<file path="src/rwdc_pkg.sv">
package rwdc_pkg;

    // ======================================================================
    // register map (byte addresses on the apb bus)
    // ======================================================================
    localparam int unsigned ADDR_W           = 8;
    localparam logic [7:0]  OFF_CTRL         = 8'h00;   // watchdog_control_register
    localparam logic [7:0]  OFF_STAT         = 8'h04;   // sticky interrupt status, read clears
    localparam logic [7:0]  OFF_MASK         = 8'h08;   // interrupt mask, same layout as status

    // watchdog_control_register fields
    localparam int unsigned CTL_SEL_LSB      = 0;       // two bits, timeout interval select
    localparam int unsigned CTL_IRQ_EN       = 2;       // early watchdog interrupt enable
    localparam int unsigned CTL_RESTART      = 3;       // write 1 restarts the counter, reads 0
    localparam int unsigned CTL_WD_FLAG      = 4;       // watchdog_reset_flag, write 1 clears
    localparam int unsigned CTL_POR_FLAG     = 5;       // power-on / brownout flag, write 1 clears
    localparam int unsigned CTL_EXT_FLAG     = 6;       // external pin reset flag, write 1 clears
    localparam int unsigned CTL_PIN_DIS      = 7;       // reset_pin_disable
    localparam int unsigned CTL_BOD_STOP_DIS = 8;       // brownout ignored while in stop mode
    localparam int unsigned CTL_CLK_RING     = 9;       // 1 = ring oscillator is system clock
    localparam int unsigned CTL_W            = 10;

    // status / mask fields
    localparam int unsigned STA_WD_EARLY     = 0;       // watchdog early warning
    localparam int unsigned STA_BOD_IGN      = 1;       // supply low seen while brownout ignored
    localparam int unsigned STA_W            = 2;

    // reset values
    localparam logic [1:0]  SEL_RST          = 2'h0;
    localparam logic        IRQ_EN_RST       = 1'b0;
    localparam logic        PIN_DIS_RST      = 1'b0;
    localparam logic        BOD_STOP_DIS_RST = 1'b0;
    localparam logic        CLK_RING_RST     = 1'b1;
    localparam logic        POR_FLAG_RST     = 1'b1;
    localparam logic [1:0]  STAT_RST         = 2'h0;
    localparam logic [1:0]  MASK_RST         = 2'h0;

    // ======================================================================
    // timing
    // ======================================================================
    localparam logic [15:0] RESTART_VECTOR   = 16'h8000;
    localparam int unsigned WD_EXP0          = 12;      // interval exponents, system clocks
    localparam int unsigned WD_EXP1          = 15;
    localparam int unsigned WD_EXP2          = 18;
    localparam int unsigned WD_EXP3          = 21;
    localparam int unsigned WD_EARLY         = 512;     // interrupt lead before the reset
    localparam int unsigned WD_CNT_W         = 22;
    localparam logic [2:0]  RST_HOLD_CYCLES  = 3'h4;    // cycles in hold after sources drop; one release cycle follows

    // reset sequencer states, gray along hold -> release -> run
    typedef enum logic [1:0]
    {
        ST_HOLD    = 2'h0,
        ST_RELEASE = 2'h1,
        ST_RUN     = 2'h3
    } rwdc_state_t;

    // length of the selected interval; the terminal count is one less
    function automatic int unsigned wd_limit(input logic [1:0] sel, input int unsigned e0,
                                             input int unsigned e1, input int unsigned e2,
                                             input int unsigned e3);
        int unsigned e;
        case (sel)
            2'h0:    e = e0;
            2'h1:    e = e1;
            2'h2:    e = e2;
            default: e = e3;
        endcase
        return 32'd1 << e;
    endfunction

endpackage

</file>
<file path="src/rwdc_wd_if.sv">
`timescale 1ns/100ps
// link between the reset sequencer and the watchdog counter
interface rwdc_wd_if;
    logic       clear;      // hold counter at zero
    logic       restart;    // software restart strobe
    logic [1:0] sel;        // interval select
    logic       early;      // early warning point reached
    logic       timeout;    // terminal count reached
    modport ctl (output clear, output restart, output sel, input early, input timeout);
    modport cnt (input clear, input restart, input sel, output early, output timeout);
endinterface

</file>
<file path="src/rwdc_wdog.sv">
`timescale 1ns/100ps
module rwdc_wdog
    import rwdc_pkg::*;
#(
    parameter int unsigned E0    = WD_EXP0,
    parameter int unsigned E1    = WD_EXP1,
    parameter int unsigned E2    = WD_EXP2,
    parameter int unsigned E3    = WD_EXP3,
    parameter int unsigned CNT_W = WD_CNT_W
)
(
    // clock and reset
    input  wire logic i_clk,
    input  wire logic i_rst_n,
    input  wire logic i_ce,
    // sequencer side
    rwdc_wd_if.cnt    wd
);

    // ======================================================================
    // up-counter, holds at the terminal count
    // ======================================================================
    logic [CNT_W-1:0] count;
    logic [CNT_W-1:0] next_count;
    logic [CNT_W-1:0] term;
    logic [CNT_W-1:0] warn;

    // interval changes take effect on the running count, so a shorter pick below the count runs on through the 22-bit wrap first
    always_comb
    begin
        term       = CNT_W'(wd_limit(wd.sel, E0, E1, E2, E3) - 32'd1);
        warn       = CNT_W'(wd_limit(wd.sel, E0, E1, E2, E3) - WD_EARLY - 32'd1);
        next_count = count;
        if (wd.clear || wd.restart)
            next_count = '0;
        else if (count != term)
            next_count = count + CNT_W'(1);
    end

    always_ff @(posedge i_clk or negedge i_rst_n)
    begin
        if (!i_rst_n)
            count <= '0;
        else if (i_ce)
            count <= next_count;
    end

    // both points come from one counter, so they stay exactly the lead apart
    assign wd.early   = !wd.clear && !wd.restart && (count == warn);
    assign wd.timeout = !wd.clear && !wd.restart && (count == term);

endmodule

</file>
<file path="src/rwdc_top.sv">
`timescale 1ns/100ps
// Summary of operation
// - Reset halts execution; high-frequency and ring oscillators keep running.
// - Supply below threshold forces reset; optionally ignored in stop mode.
// - Power-on reset restores registers, pins, and sets the power-on flag.
// - Power-on reset selects ring oscillator and starts crystal warmup.
// - Execution starts at 8000h when power-on reset ends.
// - Watchdog reset sets watchdog_reset_flag, readable by software.
// - Execution resumes at 8000h after watchdog reset.
// - External pin low resets; release restarts at 8000h.
// - Pin reset enabled after power-on; reset_pin_disable frees pin.
// - Watchdog terminal count forces full reset, optional interrupt first.
// - Four selectable timeouts from 2^12 to 2^21 system clocks.
// - Watchdog interrupt comes exactly 512 clocks before the reset.
module rwdc_top
    import rwdc_pkg::*;
#(
    parameter int unsigned P_WD_EXP0 = WD_EXP0,
    parameter int unsigned P_WD_EXP1 = WD_EXP1,
    parameter int unsigned P_WD_EXP2 = WD_EXP2,
    parameter int unsigned P_WD_EXP3 = WD_EXP3
)
(
    // clock, reset, enable
    input  wire logic              I_CLOCK,
    input  wire logic              I_RST_N,
    input  wire logic              I_CE,
    // apb slave
    input  wire logic              I_PSEL,
    input  wire logic              I_PENABLE,
    input  wire logic              I_PWRITE,
    input  wire logic [ADDR_W-1:0] I_PADDR,
    input  wire logic [31:0]       I_PWDATA,
    output logic      [31:0]       O_PRDATA,
    output logic                   O_PREADY,
    output logic                   O_PSLVERR,
    // reset sources
    input  wire logic              I_SUPPLY_OK,
    input  wire logic              I_STOP_MODE,
    input  wire logic              I_EXT_RST_N,
    // core and clock control
    output logic                   O_CPU_HALT,
    output logic                   O_SYS_RST_N,
    output logic                   O_FETCH_START,
    output logic      [15:0]       O_FETCH_ADDR,
    output logic                   O_HFOSC_EN,
    output logic                   O_RINGOSC_EN,
    output logic                   O_CLK_SEL_RING,
    output logic                   O_WARMUP_START,
    output logic                   O_RSTPIN_GPIO,
    // interrupt
    output logic                   O_IRQ
);

    // ======================================================================
    // input synchronisers
    // ======================================================================
    logic [1:0] supply_sync, ext_sync;
    logic       supply_ok, ext_pin_n;

    // both inputs are asynchronous to the system clock; only the second stage is read
    always_ff @(posedge I_CLOCK or negedge I_RST_N)
    begin
        if (!I_RST_N)
            {supply_sync, ext_sync} <= 4'h0;
        else if (I_CE)
            {supply_sync, ext_sync} <= {supply_sync[0], I_SUPPLY_OK, ext_sync[0], I_EXT_RST_N};
    end
    assign supply_ok = supply_sync[1];
    assign ext_pin_n = ext_sync[1];

    // ======================================================================
    // watchdog counter
    // ======================================================================
    rwdc_wd_if wd ();

    rwdc_wdog #(
        .E0    (P_WD_EXP0),
        .E1    (P_WD_EXP1),
        .E2    (P_WD_EXP2),
        .E3    (P_WD_EXP3),
        .CNT_W (WD_CNT_W)
    ) u_wdog (
        .i_clk   (I_CLOCK),
        .i_rst_n (I_RST_N),
        .i_ce    (I_CE),
        .wd      (wd.cnt)
    );

    // ======================================================================
    // sequencer and registers
    // ======================================================================
    rwdc_state_t state, next_state;
    logic [2:0]  hold_cnt, next_hold_cnt;
    logic        por_pend, next_por_pend;
    logic [1:0]  sel, next_sel;
    logic        irq_en, next_irq_en;
    logic        wd_flag, next_wd_flag;
    logic        por_flag, next_por_flag;
    logic        ext_flag, next_ext_flag;
    logic        pin_dis, next_pin_dis;
    logic        bod_stop_dis, next_bod_stop_dis;
    logic        clk_ring, next_clk_ring;
    logic [1:0]  stat, next_stat;
    logic [1:0]  mask, next_mask;
    logic        fetch, next_fetch;
    logic        warm, next_warm;
    logic        halt, next_halt;
    logic        irq, next_irq;

    logic        access, wr_ctrl, wr_mask, rd_stat;
    logic        src_bod, src_ext, src_wd, any_src;
    logic [1:0]  set_stat;
    logic [31:0] prdata, next_prdata;

    // bus strobes only act at the completing access cycle
    assign access  = I_PSEL && I_PENABLE && I_CE;
    assign wr_ctrl = access && I_PWRITE && (I_PADDR == OFF_CTRL);
    assign wr_mask = access && I_PWRITE && (I_PADDR == OFF_MASK);
    assign rd_stat = access && !I_PWRITE && (I_PADDR == OFF_STAT);

    // reset sources
    assign src_bod = !supply_ok && !(I_STOP_MODE && bod_stop_dis);
    assign src_ext = !ext_pin_n && !pin_dis;
    assign src_wd  = wd.timeout && (state == ST_RUN);
    assign any_src = src_bod || src_ext || src_wd;

    // watchdog interface drive
    assign wd.clear   = (state != ST_RUN);
    assign wd.restart = wr_ctrl && I_PWDATA[CTL_RESTART];
    assign wd.sel     = sel;

    // events for the sticky status
    always_comb
    begin
        set_stat               = 2'h0;
        set_stat[STA_WD_EARLY] = wd.early && irq_en && (state == ST_RUN);
        set_stat[STA_BOD_IGN]  = !supply_ok && I_STOP_MODE && bod_stop_dis;
    end

    // next state of sequencer and registers; hardware sets win over software clears
    always_comb
    begin
        next_state        = state;
        next_hold_cnt     = hold_cnt;
        next_por_pend     = por_pend;
        next_sel          = sel;
        next_irq_en       = irq_en;
        next_wd_flag      = wd_flag;
        next_por_flag     = por_flag;
        next_ext_flag     = ext_flag;
        next_pin_dis      = pin_dis;
        next_bod_stop_dis = bod_stop_dis;
        next_clk_ring     = clk_ring;
        next_stat         = stat;
        next_mask         = mask;
        next_fetch        = 1'b0;
        next_warm         = 1'b0;

        // software writes
        if (wr_ctrl)
        begin
            next_sel          = I_PWDATA[CTL_SEL_LSB +: 2];
            next_irq_en       = I_PWDATA[CTL_IRQ_EN];
            next_pin_dis      = I_PWDATA[CTL_PIN_DIS];
            next_bod_stop_dis = I_PWDATA[CTL_BOD_STOP_DIS];
            next_clk_ring     = I_PWDATA[CTL_CLK_RING];
            next_wd_flag      = wd_flag && !I_PWDATA[CTL_WD_FLAG];   // write 1 clears
            next_por_flag     = por_flag && !I_PWDATA[CTL_POR_FLAG];
            next_ext_flag     = ext_flag && !I_PWDATA[CTL_EXT_FLAG];
        end
        if (wr_mask)
            next_mask = I_PWDATA[STA_W-1:0];
        if (rd_stat)
            next_stat = stat & ~prdata[STA_W-1:0];                    // an event after the setup edge survives
        next_stat = next_stat | set_stat;

        // cause flags
        if (src_wd)
            next_wd_flag = 1'b1;
        if (src_ext)
            next_ext_flag = 1'b1;

        // power-on class reset returns every register to its reset value
        if (src_bod)
        begin
            next_por_pend     = 1'b1;
            next_sel          = SEL_RST;
            next_irq_en       = IRQ_EN_RST;
            next_pin_dis      = PIN_DIS_RST;
            next_bod_stop_dis = BOD_STOP_DIS_RST;
            next_clk_ring     = CLK_RING_RST;
            next_wd_flag      = 1'b0;
            next_ext_flag     = 1'b0;
            next_por_flag     = 1'b1;
            next_stat         = STAT_RST;
            next_mask         = MASK_RST;
        end

        // sequencer: hold, then one release cycle, then run
        case (state)
            ST_HOLD:
            begin
                if (any_src)
                    next_hold_cnt = 3'h0;
                else if (hold_cnt == RST_HOLD_CYCLES - 3'h1)
                    next_state = ST_RELEASE;
                else
                    next_hold_cnt = hold_cnt + 3'h1;
            end
            ST_RELEASE:
            begin
                next_hold_cnt = 3'h0;
                if (any_src)
                    next_state = ST_HOLD;
                else
                begin
                    next_state    = ST_RUN;
                    next_fetch    = 1'b1;
                    next_warm     = por_pend;
                    next_por_pend = 1'b0;
                end
            end
            ST_RUN:
            begin
                next_hold_cnt = 3'h0;
                if (any_src)
                    next_state = ST_HOLD;
            end
            default:
            begin
                next_state    = ST_HOLD;
                next_hold_cnt = 3'h0;
            end
        endcase

        next_halt = (next_state != ST_RUN);
        next_irq  = |(next_stat & next_mask);
    end

    // registers; the flags survive watchdog and pin resets so software can read the cause
    always_ff @(posedge I_CLOCK or negedge I_RST_N)
    begin
        if (!I_RST_N)
        begin
            state        <= ST_HOLD;
            hold_cnt     <= 3'h0;
            por_pend     <= 1'b1;
            sel          <= SEL_RST;
            irq_en       <= IRQ_EN_RST;
            wd_flag      <= 1'b0;
            por_flag     <= POR_FLAG_RST;
            ext_flag     <= 1'b0;
            pin_dis      <= PIN_DIS_RST;
            bod_stop_dis <= BOD_STOP_DIS_RST;
            clk_ring     <= CLK_RING_RST;
            stat         <= STAT_RST;
            mask         <= MASK_RST;
            fetch        <= 1'b0;
            warm         <= 1'b0;
            halt         <= 1'b1;
            irq          <= 1'b0;
        end
        else if (I_CE)
        begin
            state        <= next_state;
            hold_cnt     <= next_hold_cnt;
            por_pend     <= next_por_pend;
            sel          <= next_sel;
            irq_en       <= next_irq_en;
            wd_flag      <= next_wd_flag;
            por_flag     <= next_por_flag;
            ext_flag     <= next_ext_flag;
            pin_dis      <= next_pin_dis;
            bod_stop_dis <= next_bod_stop_dis;
            clk_ring     <= next_clk_ring;
            stat         <= next_stat;
            mask         <= next_mask;
            fetch        <= next_fetch;
            warm         <= next_warm;
            halt         <= next_halt;
            irq          <= next_irq;
        end
    end

    // ======================================================================
    // apb read data
    // ======================================================================
    // captured in the setup cycle so the access cycle sees a registered value
    always_comb
    begin
        next_prdata = prdata;
        if (I_PSEL && !I_PENABLE)
        begin
            case (I_PADDR)
                OFF_CTRL: next_prdata = {22'h0, clk_ring, bod_stop_dis, pin_dis, ext_flag,
                                         por_flag, wd_flag, 1'b0, irq_en, sel};
                OFF_STAT: next_prdata = {30'h0, stat};
                OFF_MASK: next_prdata = {30'h0, mask};
                default:  next_prdata = 32'h0;
            endcase
        end
    end

    always_ff @(posedge I_CLOCK or negedge I_RST_N)
    begin
        if (!I_RST_N)
            prdata <= 32'h0;
        else if (I_CE)
            prdata <= next_prdata;
    end

    // ======================================================================
    // outputs
    // ======================================================================
    // a frozen block stretches the access rather than dropping it
    assign O_PREADY       = I_CE;
    assign O_PSLVERR      = I_PSEL && I_PENABLE &&
                            (I_PADDR != OFF_CTRL) && (I_PADDR != OFF_STAT) && (I_PADDR != OFF_MASK);
    assign O_PRDATA       = prdata;
    assign O_CPU_HALT     = halt;
    assign O_SYS_RST_N    = !halt;
    assign O_FETCH_START  = fetch;
    assign O_FETCH_ADDR   = RESTART_VECTOR;
    assign O_HFOSC_EN     = 1'b1;
    assign O_RINGOSC_EN   = 1'b1;
    assign O_CLK_SEL_RING = clk_ring;
    assign O_WARMUP_START = warm;
    assign O_RSTPIN_GPIO  = pin_dis;
    assign O_IRQ          = irq;

endmodule

</file>
<file path="config.mk">
export PLATFORM = sky130hd
export DESIGN_NAME = rwdc_top
export DESIGN_NICKNAME = d
export VERILOG_FILES = /design/src/rwdc_pkg.sv /design/src/rwdc_wd_if.sv /design/src/rwdc_wdog.sv /design/src/rwdc_top.sv
export SDC_FILE = /design/constraint.sdc
export NUM_CORES = 1
export LEC_CHECK = 0
export BUFFER_PORTS_ARGS = -buffer_cell sky130_fd_sc_hd__buf_2
export CAP_MARGIN = 20
export CELL_PAD_IN_SITES_DETAIL_PLACEMENT = 2
export CELL_PAD_IN_SITES_GLOBAL_PLACEMENT = 2
export CORE_MARGIN = 2
export CORE_UTILIZATION = 32
export CTS_CLUSTER_SIZE = 16
export DETAILED_ROUTE_END_ITERATION = 7
export PLACE_DENSITY_LB_ADDON = 0.15
export SKIP_CTS_REPAIR_TIMING = 1
export SLEW_MARGIN = 20
export SYNTH_ARGS = -nofsm -noshare
export SYNTH_HDL_FRONTEND = slang
export SYNTH_SLANG_ARGS = --single-unit
</file>
<file path="constraint.sdc">
create_clock -name I_CLOCK -period 3.59 [get_ports I_CLOCK]
set_clock_uncertainty 0.15 [all_clocks]
set_input_delay 0.5385 -clock I_CLOCK [delete_from_list [all_inputs] [get_ports I_CLOCK]]
set_output_delay 0.5385 -clock I_CLOCK [all_outputs]
set_load 0.1 [all_outputs]
</file>
# Word-level counts from Yosys, hierarchy flattened
# Cells that the tools add are included.
dict set report totals {
  reg_bits 81
  latchBits 0
  ram_bits 0
  mem_bits_ro 0
  in_bits 49
  mem_count 0
}
dict set report op_classes {
  addsub 5
  multipliers 0
  div 0
  magnitude_cmp 0
  n_eq_ne 15
  shifts 1
  n_mux 41
  bitwise_logic 4
  reduce_logical 56
}
# cell n
set ops {}
lappend ops {{22-bit == test} 2}
lappend ops {{22-bit two-way mux} 2}
lappend ops {{22-bit by 1-bit subtractor with 22-bit output, second input constant} 2}
lappend ops {{10-bit one-hot mux with 3 select lines} 1}
lappend ops {{1-bit logical AND} 26}
lappend ops {{1-bit two-way mux} 23}
lappend ops {{22-bit by 1-bit adder with 22-bit output, second input constant} 1}
lappend ops {{22-bit inequality test} 1}
lappend ops {{1-bit by 5-bit left shift with 22-bit output, first input constant} 1}
lappend ops {{22-bit by 10-bit subtractor with 22-bit output, second input constant} 1}
lappend ops {{2-bit two-way mux} 10}
lappend ops {{5-bit one-hot mux with 3 select lines} 1}
lappend ops {{1-bit zero test} 12}
lappend ops {{2-bit AND reduction} 6}
lappend ops {{3-bit two-way mux} 3}
lappend ops {{8-bit by 3-bit == test with 1-bit output, second input constant} 1}
lappend ops {{8-bit by 4-bit == test with 1-bit output, second input constant} 1}
lappend ops {{8-bit zero test} 1}
lappend ops {{8-bit by 3-bit inequality test with 1-bit output, second input constant} 1}
lappend ops {{8-bit by 4-bit inequality test with 1-bit output, second input constant} 1}
lappend ops {{8-bit nonzero test} 1}
lappend ops {{2-bit one-hot mux with 3 select lines} 1}
lappend ops {{3-bit nonzero test} 2}
lappend ops {{2-bit AND} 2}
lappend ops {{other kinds (12)} 19}

# Longest topological paths before layout
# Gate-level depths: netlist of run 1.
dict set report depth {
  word_depth 14
  mapped_depth 9
  ltp_nobuf 7
}

# Cells and area by module
# From an unflattened synthesis of run 1, not the netlist that was laid out.
dict set report hier_totals {
  hier_cells 367
  area_unflattened_um2 3478.3
}
# module n_inst cells_per_inst area_per_inst_um2 seq_area_each_um2
set by_module_without_submodules {}
lappend by_module_without_submodules {rwdc_top 1 204 2047.0 905.9}
lappend by_module_without_submodules {rwdc_wdog 1 163 1431.4 550.5}

# Worst setup path before layout of run 1
# No wires, ideal clock.
dict set report synth_timing {
  path_type {in2out}
  start {in I_PADDR[3]}
  end {out O_PSLVERR}
  arrival_time_ns 2.179
  t_required_ns 2.901
  path_slack_ns 0.722
  path_stages 3
  n_path_buf 1
  path_cell_list {clkbuf_1 a21oi_1 nor2_1}
}
dict set report synth_between {
  elab_chain_len 4
  elab_cells_between_ends 6
}
# element line_no
set synth_rtl {}
lappend synth_rtl {{start, declared} rwdc_top.sv:32} ;# input wire logic [ADDR_W-1:0] I_PADDR,
lappend synth_rtl {{8-bit nonzero test} rwdc_top.sv:319} ;# (I_PADDR != OFF_CTRL) && (I_PADDR != OFF_STAT) && (I_PADDR != OFF_MASK);
lappend synth_rtl {{1-bit logical AND} rwdc_top.sv:318} ;# assign O_PSLVERR = I_PSEL && I_PENABLE &&
lappend synth_rtl {{1-bit logical AND} rwdc_top.sv:319}
lappend synth_rtl {{1-bit logical AND (*)} rwdc_top.sv:319}
lappend synth_rtl {{end, declared} rwdc_top.sv:36} ;# output logic O_PSLVERR,
# Mark *: on every way between the ends. The rest lies on a longest branch, timed or not.

# Worst setup path in the final report of run 1
dict set report layout_timing {
  start {reg u_wdog.count[0]}
  end {reg fetch, in the netlist O_FETCH_START}
}
dict set report layout_between {
  elab_chain_len 6
}
# element line_no
set layout_rtl {}
lappend layout_rtl {{start, declared} rwdc_wdog.sv:23} ;# logic [CNT_W-1:0] count;
lappend layout_rtl {{start signal, assigned} rwdc_wdog.sv:45} ;# count <= next_count;
lappend layout_rtl {{22-bit == test} rwdc_wdog.sv:50} ;# assign wd.timeout = !wd.clear && !wd.restart && (count == term);
lappend layout_rtl {{1-bit logical AND} rwdc_wdog.sv:50}
lappend layout_rtl {{1-bit logical AND} rwdc_top.sv:125} ;# assign src_wd = wd.timeout && (state == ST_RUN);
lappend layout_rtl {{1-bit logical OR} rwdc_top.sv:126} ;# assign any_src = src_bod || src_ext || src_wd;
lappend layout_rtl {{1-bit two-way mux} rwdc_top.sv:214} ;# if (any_src)
lappend layout_rtl {{1-bit two-way mux} rwdc_top.sv:201} ;# case (state)
lappend layout_rtl {{end signal, assigned} rwdc_top.sv:279} ;# fetch <= next_fetch;
lappend layout_rtl {{end, declared} rwdc_top.sv:106} ;# logic fetch, next_fetch;
# No other way between the ends.
# A chain may end at the register's enable or synchronous reset.

==> metrics.md, run 1 <==
| Metric | Value |
|---|---|
| Outcome | completed |
| Post-Syn Area | 0.00329 sq mm |
| WS Path Type | register to register |
| Post-synth cell types | 51 |
| Port bufs | 44 |
| Endpoints failing setup | 0 |
| Largest net degree at the start of global routing | 47 |
| Yosys top cell area share | a little over 40% |
| Min Tclk post-route | approximately 2700 ps |
| Critical path arrival | 2750 ps |
| H-tree levels | 3 |
| Global route overflow | 0 |
| Critical path required time | 3680 ps |
| Leakage | 1.74 nW |
| Nets | around 450 |
| Tot GR Track Use | 17.3% |
| Total CTS buffers | 9 |
| Pre-CTS setup slack | between 600 and 700 ps |
| First-pass DRT Iterations | 4 |
| Final core occ | a little under two fifths |
| Via/cell ratio | between 4 and 5 |
| Crit end category | register |
| Core ar. | 0.00986 sq mm |
| Final Cell Area | 0.00368 sq mm |
| HP Class | input port to register |
| Reg clk slew, reported paths | 70 ps |
| Final Max Tran Viols | 0 |
| Pwr/cell area | 447 mW/mm^2 |
| Worst-margin pin slew | 622 ps |
| Skew-Pair Late Insertion Delay | 350 ps |
| WL final | 8.96 mm |
| Unrepaired setup endpoints after global routing | no |
| CTS tree | done |
| Synthesized area per cell | 9.45 sq um |
| DIE HEIGHT | approximately 110 microns |
| Root Buffer | clkbuf_8 |
| CTS Buffer Depth | 2 |
| Register bit total from synthesis | 58 |
| Tcrit/Tclk final | about three quarters |
| Routed Antenna Nets | 0 |
| Worst Hold Launch | I_PWDATA[9] |
| Initial antenna violation count | 0 |
| Most frequent cells after synthesis | 54 x dfrtp_1, 43 x buf_4, 27 x nand2_1, 26 x a21oi_1 |
| Max-Cap Viols | 0 |
| Worst hold slack | 240 ps |
| Final Hold Fails | 0 |
| PnR worst setup slack | 936 ps |
| Row count | 36 |
| Antenna cells | 0 |
| Placer Congestion | around 0.73 |
| Clock tree sinks | 58 |
| Crit path launch | u_wdog.count[0] |
| Slew headroom | between 50% and 60% |
| Crit Path Max Fanout | 7 |
| Dominant synthesized flop cell | dfrtp_1 |
| Top cells by area, synth | dfrtp_1 41%, buf_4 9.8%, a21oi_1 4.0%, or3_1 3.6%, a22o_1 3.5% |
| Detailed Route Iter0 Violations | 68 |
| Syn. warnings | 0 |
| Die Width | 105 microns |
| Avg WL per Cell | ~17 microns |
| Dpl cell area | 0.00348 sq mm |
| Top-level port count | 108 |
| HPWL after detailed placement | 6.59 mm |
| Crit start category | register |
| Count leader, synth | dfrtp_1 |
| Post-synth EDFFs | 0 |
| Seq/Total Area, Yosys | 44.3% |
| Vias post-DR | 2,637 |
| Mapped Cells | between 300 and 400 |
| Remaining DRCs | 0 |
| Vias in the first global route | 2,887 |
| Setup TNS | 0 ps |
| Synth-to-Final Area Change | 12.0% |
| Worst r2r src | u_wdog.count[0] |
| FMAX | 377 MHz |
| Largest area contributor in the netlist | dfrtp_1 |
| First-pass GRT wire length | 15.1 mm |
| Starting Density | 33.3% |
| Max IR drop VDD | ~0.24 mV |
| Layout cell share with drive strength beyond 1 | about a fifth |
| Die area | roughly 0.011 sq mm |
| Fraction of registers with async set or reset after synthesis | 100% |
[logic make-up after synthesis]
group	after synthesis	synth area share, %
multiplexers	9	2.93
adder cells (fa/ha/maj)	4	1.52
XOR/XNOR	1	0.267
other	2	0.228
AO/OA/AOI/OAI	92	18.3
flip-flops	58	44.3
AND/OR/NAND/NOR	118	19.8
buffers and inverters	64	12.7
[critical path, cell delays in order, from the launching register on]
cell and delay (ps):
dfrtp_1 460, ha_1 190, nor2b_1 170, o221ai_1 140, or4_4 520, o41ai_4 600, nor3_1 140, a21o_1 180
[sequential cells by signal, summed over array words and instances (netlist names)]
signal          count
por_flag            1
irq_en              1
O_CLK_SEL_RING      1
ext_sync            2
state               2
O_CPU_HALT          1
O_WARMUP_START      1
hold_cnt            3
O_PRDATA            9
supply_sync         2
por_pend            1
wd_flag             1
u_wdog.count       22
bod_stop_dis        1
sel                 2
mask                2
O_IRQ               1
O_FETCH_START       1
ext_flag            1
O_RSTPIN_GPIO       1
stat                2
[metal layers]
layer | global-route usage, % | part of all wire (%)
met4 | 6.76 | 1.9
met5 | 0 | 0
met2 | 29.4 | 51
met1 | 21.2 | 43
met3 | 4.08 | 4.0
[layout by cell type (no fill, tap or decap), types with 2 or more instances in the layout]
master / instances
a21oi_1: 26
nor2_1: 17
o31ai_1: 4
nor3_1: 5
and2_1: 6
o21ai_1: 13
nor2b_1: 5
inv_1: 8
nand2_1: 27
dfrtp_1: 54
clkbuf_1: 2
mux2_2: 5
mux2i_1: 4
nand4_1: 4
buf_2: 44
nand3_1: 12
a22o_1: 13
clkinv_2: 2
conb_1: 41
nand4b_1: 2
nor4_1: 4
and3_1: 6
a21o_1: 3
a31oi_1: 2
buf_4: 6
ha_1: 4
clkbuf_8: 10
dfstp_2: 4
o21ai_0: 19
a22oi_1: 2
o2bb2ai_1: 2
or3_1: 19
nand2b_1: 2
nand3b_1: 2
[worst paths after layout]
path                            slack [ps]              end  cells after the start
worst max-delay path                   940    O_FETCH_START                      7
worst min-delay path                   240   O_CLK_SEL_RING                      3
worst max register to register         940    O_FETCH_START                      7
worst min register to register         330    O_FETCH_START                      1
max in group asynchronous             1920           sel[1]                      3
min in group asynchronous              450  u_wdog.count[7]                      2
[final cells by class]
cell class              instances  area [sq um]
flip-flops and latches         58          1460
clock inverters                 3          40.0
clock buffers                  12           145
repair buffers                 51           275
multi-input cells             265          1560
fillers                      1112          6180
inverters                      10          37.5
well taps                     133           166
[power breakdown]
part           internal, mW  switching [mW]
logic                0.0456           0.308
registers             0.679          0.0176
clock network         0.334           0.262
total                  1.06           0.587
[metrics by stage]
stage / cells / power, mW
finish: 532 / 1.65
global route: 532 / 1.72
CTS: 531 / 1.67
detailed placement: 516 / 1.06
global placement: 516 / 1.06
floorplan: 387 / 1.03
Note: power is estimated with default switching activity, not from simulation.
==> inputs of run 2 (changes only) <==
--- a/config.mk
+++ b/config.mk
@@ -5,12 +5,13 @@
 export SDC_FILE = /design/constraint.sdc
 export NUM_CORES = 1
 export LEC_CHECK = 0
+export ABC_AREA = 1
 export BUFFER_PORTS_ARGS = -buffer_cell sky130_fd_sc_hd__buf_2
 export CAP_MARGIN = 20
 export CELL_PAD_IN_SITES_DETAIL_PLACEMENT = 2
 export CELL_PAD_IN_SITES_GLOBAL_PLACEMENT = 2
 export CORE_MARGIN = 2
-export CORE_UTILIZATION = 32
+export CORE_UTILIZATION = 26
 export CTS_CLUSTER_SIZE = 16
 export DETAILED_ROUTE_END_ITERATION = 7
 export PLACE_DENSITY_LB_ADDON = 0.15
==> constraint.sdc (replaced) <==
create_clock -name I_CLOCK -period 2.3 [get_ports I_CLOCK]
set_clock_uncertainty 0.15 [all_clocks]
set_input_delay 0.345 -clock I_CLOCK [delete_from_list [all_inputs] [get_ports I_CLOCK]]
set_output_delay 0.345 -clock I_CLOCK [all_outputs]
set_load 0.1 [all_outputs]
==> metrics.md, run 2 <==
| Metric | Value |
|---|---|
| Outcome | completed |
| Worst hold slack | 58.6 ps |
| Post-synth EDFFs | 0 |
| DIE HEIGHT | 123 microns |
| Reg clk slew, reported paths | 60 ps |
| Remaining DRCs | 0 |
| First-pass DRT Iterations | 4 |
| Via/cell ratio | 4.46 |
| HPWL after detailed placement | around 8.1 mm |
| Total CTS buffers | 9 |
| Share of power burned in registers | 34.4% |
| Final Cell Area | approximately 0.0044 sq mm |
| Largest net degree at the start of global routing | 59 |
| Commonest non-fill, non-tap cell in the layout | nand2_1 |
| Antenna cells | 0 |
| H-tree levels | 3 |
| Synthesized area per cell | 7.39 sq um |
| Register bit total from synthesis | 58 |
| HP Class | input port to register |
| Dominant synthesized flop cell | dfrtp_1 |
| Post-synth cell types | 32 |
| Synth Area in Adders | 1.36% |
| Fraction of registers with async set or reset after synthesis | 100% |
| Detailed Route Iter0 Violations | 84 |
| Top cells by area, synth | dfrtp_1 37%, nand2_1 15%, buf_4 8.6%, nor2_1 5.1%, nand3_1 5.0% |
| Post-synthesis mux area share | 0% |
| Synth Area in Compound Gates | 9.18% |
| First-pass GRT wire length | 18.4 mm |
| Syn. warnings | 0 |
| CTS tree | done |
| Leakage | 2.06 nW |
| Clock tree sinks | 58 |
| Dpl cell area | about 0.004 sq mm |
| Synth-to-Final Area Change | 18.9% |
| Starting Density | roughly a quarter |
| Row count | 43 |
| Vias post-DR | 3,285 |
| Tot GR Track Use | 16.1% |
| Core ar. | 0.0138 sq mm |
| Placer Congestion | 0.775 |
| Tcrit/Tclk final | 90.6% |
| Largest register FFs | 22 |
| Most frequent cells in the layout | 147 x nand2_1, 53 x dfrtp_1, 49 x nor2_1 |
| Sw frac | 32.7% |
| Mapped Cells | slightly below 500 |
| Crit end category | register |
| Min Tclk post-route | 2080 ps |
| Yosys top cell area share | 36.8% |
| Fill cells | 1,623 |
| Combinational share of power | 17.4% |
| Critical path required time | 2420 ps |
| Largest family of logic cells by synthesized area | simple AND/OR/NAND/NOR gates |
| Post-Syn Area | 0.00367 sq mm |
| WS Path Type | register to register |
| Xor/xnor cell area share of the yosys netlist | 3.34% |
| Register area | around 0.0015 sq mm |
| Final Hold Fails | 0 |
| Pwr/cell area | 714 mW/mm^2 |
| Slew headroom | 66.4% |
| Most frequent cells after synthesis | 147 x nand2_1, 54 x dfrtp_1, 50 x nor2_1, 42 x buf_4, 41 x inv_1 |
| Avg WL per Cell | 15.4 microns |
| Routed Antenna Nets | 0 |
| Skew-Pair Late Insertion Delay | 340 ps |
| Max-Cap Viols | 0 |
| Unrepaired setup endpoints after global routing | no |
| Sw Pwr | 1.02 mW |
| Largest area contributor in the netlist | dfrtp_1 |
| Crit Path Max Fanout | 20 |
| Root Buffer | clkbuf_16 |
| FMAX | 480 MHz |
| Pre-CTS setup slack | about 86 ps |
| PnR worst setup slack | 217 ps |
| Crit start category | register |
| Top-level port count | between 100 and 150 |
| Endpoints failing setup | 0 |
| Internal Power | 2.10 mW |
| Clock network power share | between 40% and 50% |
| Largest Register | u_wdog.count |
| Nets | 604 |
| Layout cell share with drive strength beyond 1 | 19.1% |
| Critical path arrival | 2200 ps |
| Initial antenna violation count | 0 |
| Die area | between 0.015 and 0.02 sq mm |
| Final Max Tran Viols | 0 |
| Port bufs | 44 |
| WL final | 11.4 mm |
| Count leader, synth | nand2_1 |
| Synth Area in Simple Gates | 31.0% |
| Die Width | 123 microns |
| Worst-margin pin slew | 501 ps |
| CTS Buffer Depth | 2 |
| Seq/Total Area, Yosys | between 30% and 40% |
| Max IR drop VDD | 0.386 mV |
| Vias in the first global route | 3,571 |
| Multi-input logic area | 0.00183 sq mm |
| Global route overflow | 0 |
## run 2: critical path: stages, from the launching register on
cell and delay [ps]:
dfrtp_1 500, nor2_2 220, nor2_1 80, nor2_1 110, nand3_1 90, nor2_2 210, nand3_4 240, nand2_8 260
nand2_1 100, o21ai_2 60
## run 2: path summary, 6_finish.rpt
check | start | cells after the start | slack (ps) | end
max | sel[1] | 9 | 220 | u_wdog.count[5]
min | I_SUPPLY_OK | 3 | 60 | supply_sync[0]
max reg2reg | sel[1] | 9 | 220 | u_wdog.count[5]
min reg2reg | O_FETCH_START | 2 | 330 | O_FETCH_START
max in group asynchronous | I_RST_N | 3 | 1250 | O_CPU_HALT
min in group asynchronous | I_RST_N | 3 | 410 | u_wdog.count[21]
## run 2: stage by stage
stage          TNS (ps)  power (mW)  cells  util [%]
2_1_floorplan         0        1.58    535         -
3_3_place_gp          0        1.62    718      28.9
3_5_place_dp          0        1.63    718      28.9
4_1_cts           -8.12        3.16    734      31.2
5_1_grt               0        3.25    736      31.5
6_report              0        3.11    736      31.5
## run 2: cell families (layout without fill, tap and decap cells)
group,after synthesis,after routing
other cells,2,41
flops,58,58
xor+xnor,14,14
buf+inv,97,117
fa+ha+maj,4,4
compound gates,57,57
simple gates,264,265
## run 2: cell type report
| type | count | area share, % |
|---|---|---|
| clock buffer | 10 | 5.48 |
| clock inverter | 6 | 2.04 |
| inverter | 43 | 3.70 |
| multi-input combinational | 381 | 42.0 |
| sequential | 58 | 33.4 |
| tap | 180 | 5.16 |
| timing repair buffer | 58 | 8.15 |
## run 2: metal layers
layer | wire [microns] | track usage, % | share of wire, % | up-vias
met2 | 5820 | 28.1 | 51 | 41
met3 | 244 | 2.83 | 2.1 | 10
met4 | 161 | 6.47 | 1.4 | 0
met5 | 0 | 0 | 0 | -
li1 | - | - | - | 1602
met1 | 5130 | 19.6 | 45 | 1632
## run 2: power by group through the flow
stage | Sequential, mW | Combinational (mW) | Clock (mW)
floorplan | 1.12 | 0.462 | 0
CTS | 1.07 | 0.541 | 1.54
global route | 1.07 | 0.578 | 1.59
detailed placement | 1.09 | 0.539 | 0
finish | 1.07 | 0.542 | 1.50
global placement | 1.09 | 0.532 | 0
==> inputs of run 3 (changes only) <==
--- a/config.mk
+++ b/config.mk
@@ -15,6 +15,7 @@
 export CTS_CLUSTER_SIZE = 16
 export DETAILED_ROUTE_END_ITERATION = 7
 export PLACE_DENSITY_LB_ADDON = 0.15
+export RECOVER_POWER = 50
 export SKIP_CTS_REPAIR_TIMING = 1
 export SLEW_MARGIN = 20
 export SYNTH_ARGS = -nofsm -noshare
==> metrics.md, run 3 (synthesized netlist as in run 2, its figures left out) <==
| Metric | Value |
|---|---|
| Crit start category | register |
| Outcome | completed |
| Largest register FFs | 22 |
| Placer Congestion | 0.775 |
| Gr busiest metal | met2 |
| DIE HEIGHT | 123 microns |
| WL final | 11.4 mm |
| Unrepaired setup endpoints after global routing | no |
| Crit path max-delay cell type | dfrtp_1 |
| Worst hold slack | 58.0 ps |
| Most frequent cells in the layout | 147 x nand2_1, 53 x dfrtp_1, 49 x nor2_1 |
| FMAX | 481 MHz |
| Cell family with most CP delay | simple AND/OR/NAND/NOR gates |
| Root Buffer | clkbuf_16 |
| Final Max Tran Viols | 0 |
| Largest Register | u_wdog.count |
| Worst path cell trace | nor2_2 > nor2_1 > nor2_1 > nand3_1 > nor2_2 > nand3_4 > nand2_8 > nand2_1 > o21ai_2 |
| Routed Antenna Nets | 0 |
| Leakage | 2.05 nW |
| Initial antenna violation count | 0 |
| Final Hold Fails | 0 |
| Tcrit/Tclk final | about 90% |
| HPWL after detailed placement | between 8 and 9 mm |
| Tot GR Track Use | between 10% and 20% |
| First-pass DRT Iterations | 4 |
| Row count | 43 |
| Total CTS buffers | 9 |
| WP depth | 9 |
| Starting Density | about a quarter |
| Antenna cells | 0 |
| Die area | 0.0151 sq mm |
| Core ar. | 0.0138 sq mm |
| Reg clk slew, reported paths | about 60 ps |
| Port bufs | 44 |
| HP Class | input port to register |
| Worst-case reg-to-reg path depth | 9 |
| Die Width | 123 microns |
| Endpoints failing setup | 0 |
| Grt met1 use | 19.6% |
| Avg WL per Cell | 15.4 microns |
| Top-level port count | 108 |
| Vias in the first global route | 3,571 |
| Skew-Pair Late Insertion Delay | 340 ps |
| First-pass GRT wire length | about 18 mm |
| Pwr/cell area | 717 mW/mm^2 |
| Nets | 604 |
| Crit end category | register |
| Met3 usage | 2.83% |
| Worst-margin pin slew | 873 ps |
| Crit Path Max Fanout | 20 |
| Vias post-DR | 3,291 |
| CTS tree | done |
| Max IR drop VDD | between 0.3 and 0.4 mV |
| CTS Buffer Depth | 2 |
| Max-Cap Viols | 0 |
| Worst path max stage delay | 490 ps |
| Via/cell ratio | 4.47 |
| Synth-to-Final Area Change | 18.3% |
| Min Tclk post-route | 2080 ps |
| Commonest non-fill, non-tap cell in the layout | nand2_1 |
| Crit path launch | sel[1] |
| Worst setup path endpoint | u_wdog.count[5] |
| Detailed Route Iter0 Violations | 86 |
| R2R Path End | u_wdog.count[5] |
| Fill cells | 1,627 |
| R2R Setup Slk | around 220 ps |
| H-tree levels | 3 |
| Worst r2r src | sel[1] |
| Remaining DRCs | 0 |
| Global route overflow | 0 |
| Power Total | 3.11 mW |
| Slew headroom | about two fifths |
| WS Path Type | register to register |
| Largest net degree at the start of global routing | 59 |
| Critical path required time | 2420 ps |
| GR Util met2 | around 28% |
| Clock tree sinks | 58 |
| Layout cell share with drive strength beyond 1 | 18.3% |
| CP Buf/Inv Count | 0 |
| Critical path arrival | 2200 ps |
-- run 3: cell count changes in the layout (fill, tap and decap cells not counted), sizes merged --
cell    delta
buf        -3
clkbuf     +3
-- run 3: through the flow --
step | cell area [sq um] | setup slack [ps] | utilization, % | setup TNS, ps | cells
5_1_grt | 4340 | 3.85 | 31.4 | 0 | 736
4_1_cts | 4320 | -6.31 | 31.2 | -8.12 | 734
3_3_place_gp | 3990 | 147 | 28.9 | 0 | 718
2_1_floorplan | 3810 | 182 | - | 0 | 535
6_report | 4340 | 221 | 31.4 | 0 | 736
3_5_place_dp | 3990 | 86.4 | 28.9 | 0 | 718
-- run 3: worst min path at each step --
stage / endpoint / cells past startpoint / slack (ps) / start
floorplan: O_FETCH_START / 0 / -100 / I_RST_N
global placement: u_wdog.count[16] / 2 / 240 / I_RST_N
detailed placement: u_wdog.count[21] / 2 / 240 / I_RST_N
CTS: u_wdog.count[21] / 2 / -120 / I_RST_N
global route: supply_sync[0] / 3 / 70 / I_SUPPLY_OK
finish: supply_sync[0] / 3 / 60 / I_SUPPLY_OK
-- run 3: where the power goes --
part | total, mW | switching, mW | internal (mW)
clock | 1.50 | 0.524 | 0.979
sequential | 1.07 | 0.0176 | 1.05
combinational | 0.537 | 0.476 | 0.0612
-- run 3: worst register-to-register path, delay by kind of cell (launching register included) --
kind               cells  cell delay [ps]
and+or+nand+nor        8             1310
DFF                    1              490
AOI/OAI and AO/OA      1               60
-- run 3: area by class of cell --
class | count | area, sq um | share of cell area, %
multi-input cells | 381 | 1830 | 42.1
flip-flops and latches | 58 | 1460 | 33.6
repair buffers | 58 | 338 | 7.79
clock buffers | 10 | 239 | 5.51
well taps | 180 | 225 | 5.19
inverters | 43 | 161 | 3.72
clock inverters | 6 | 88.8 | 2.05
-- run 3: per-layer routing --
| metal | share of wire (%) | vias to the layer above | wire, microns |
|---|---|---|---|
| met5 | 0 | - | 0 |
| met4 | 1.4 | 0 | 161 |
| met3 | 2.1 | 10 | 244 |
| met2 | 51 | 41 | 5820 |
| met1 | 45 | 1639 | 5140 |
| li1 | - | 1601 | - |
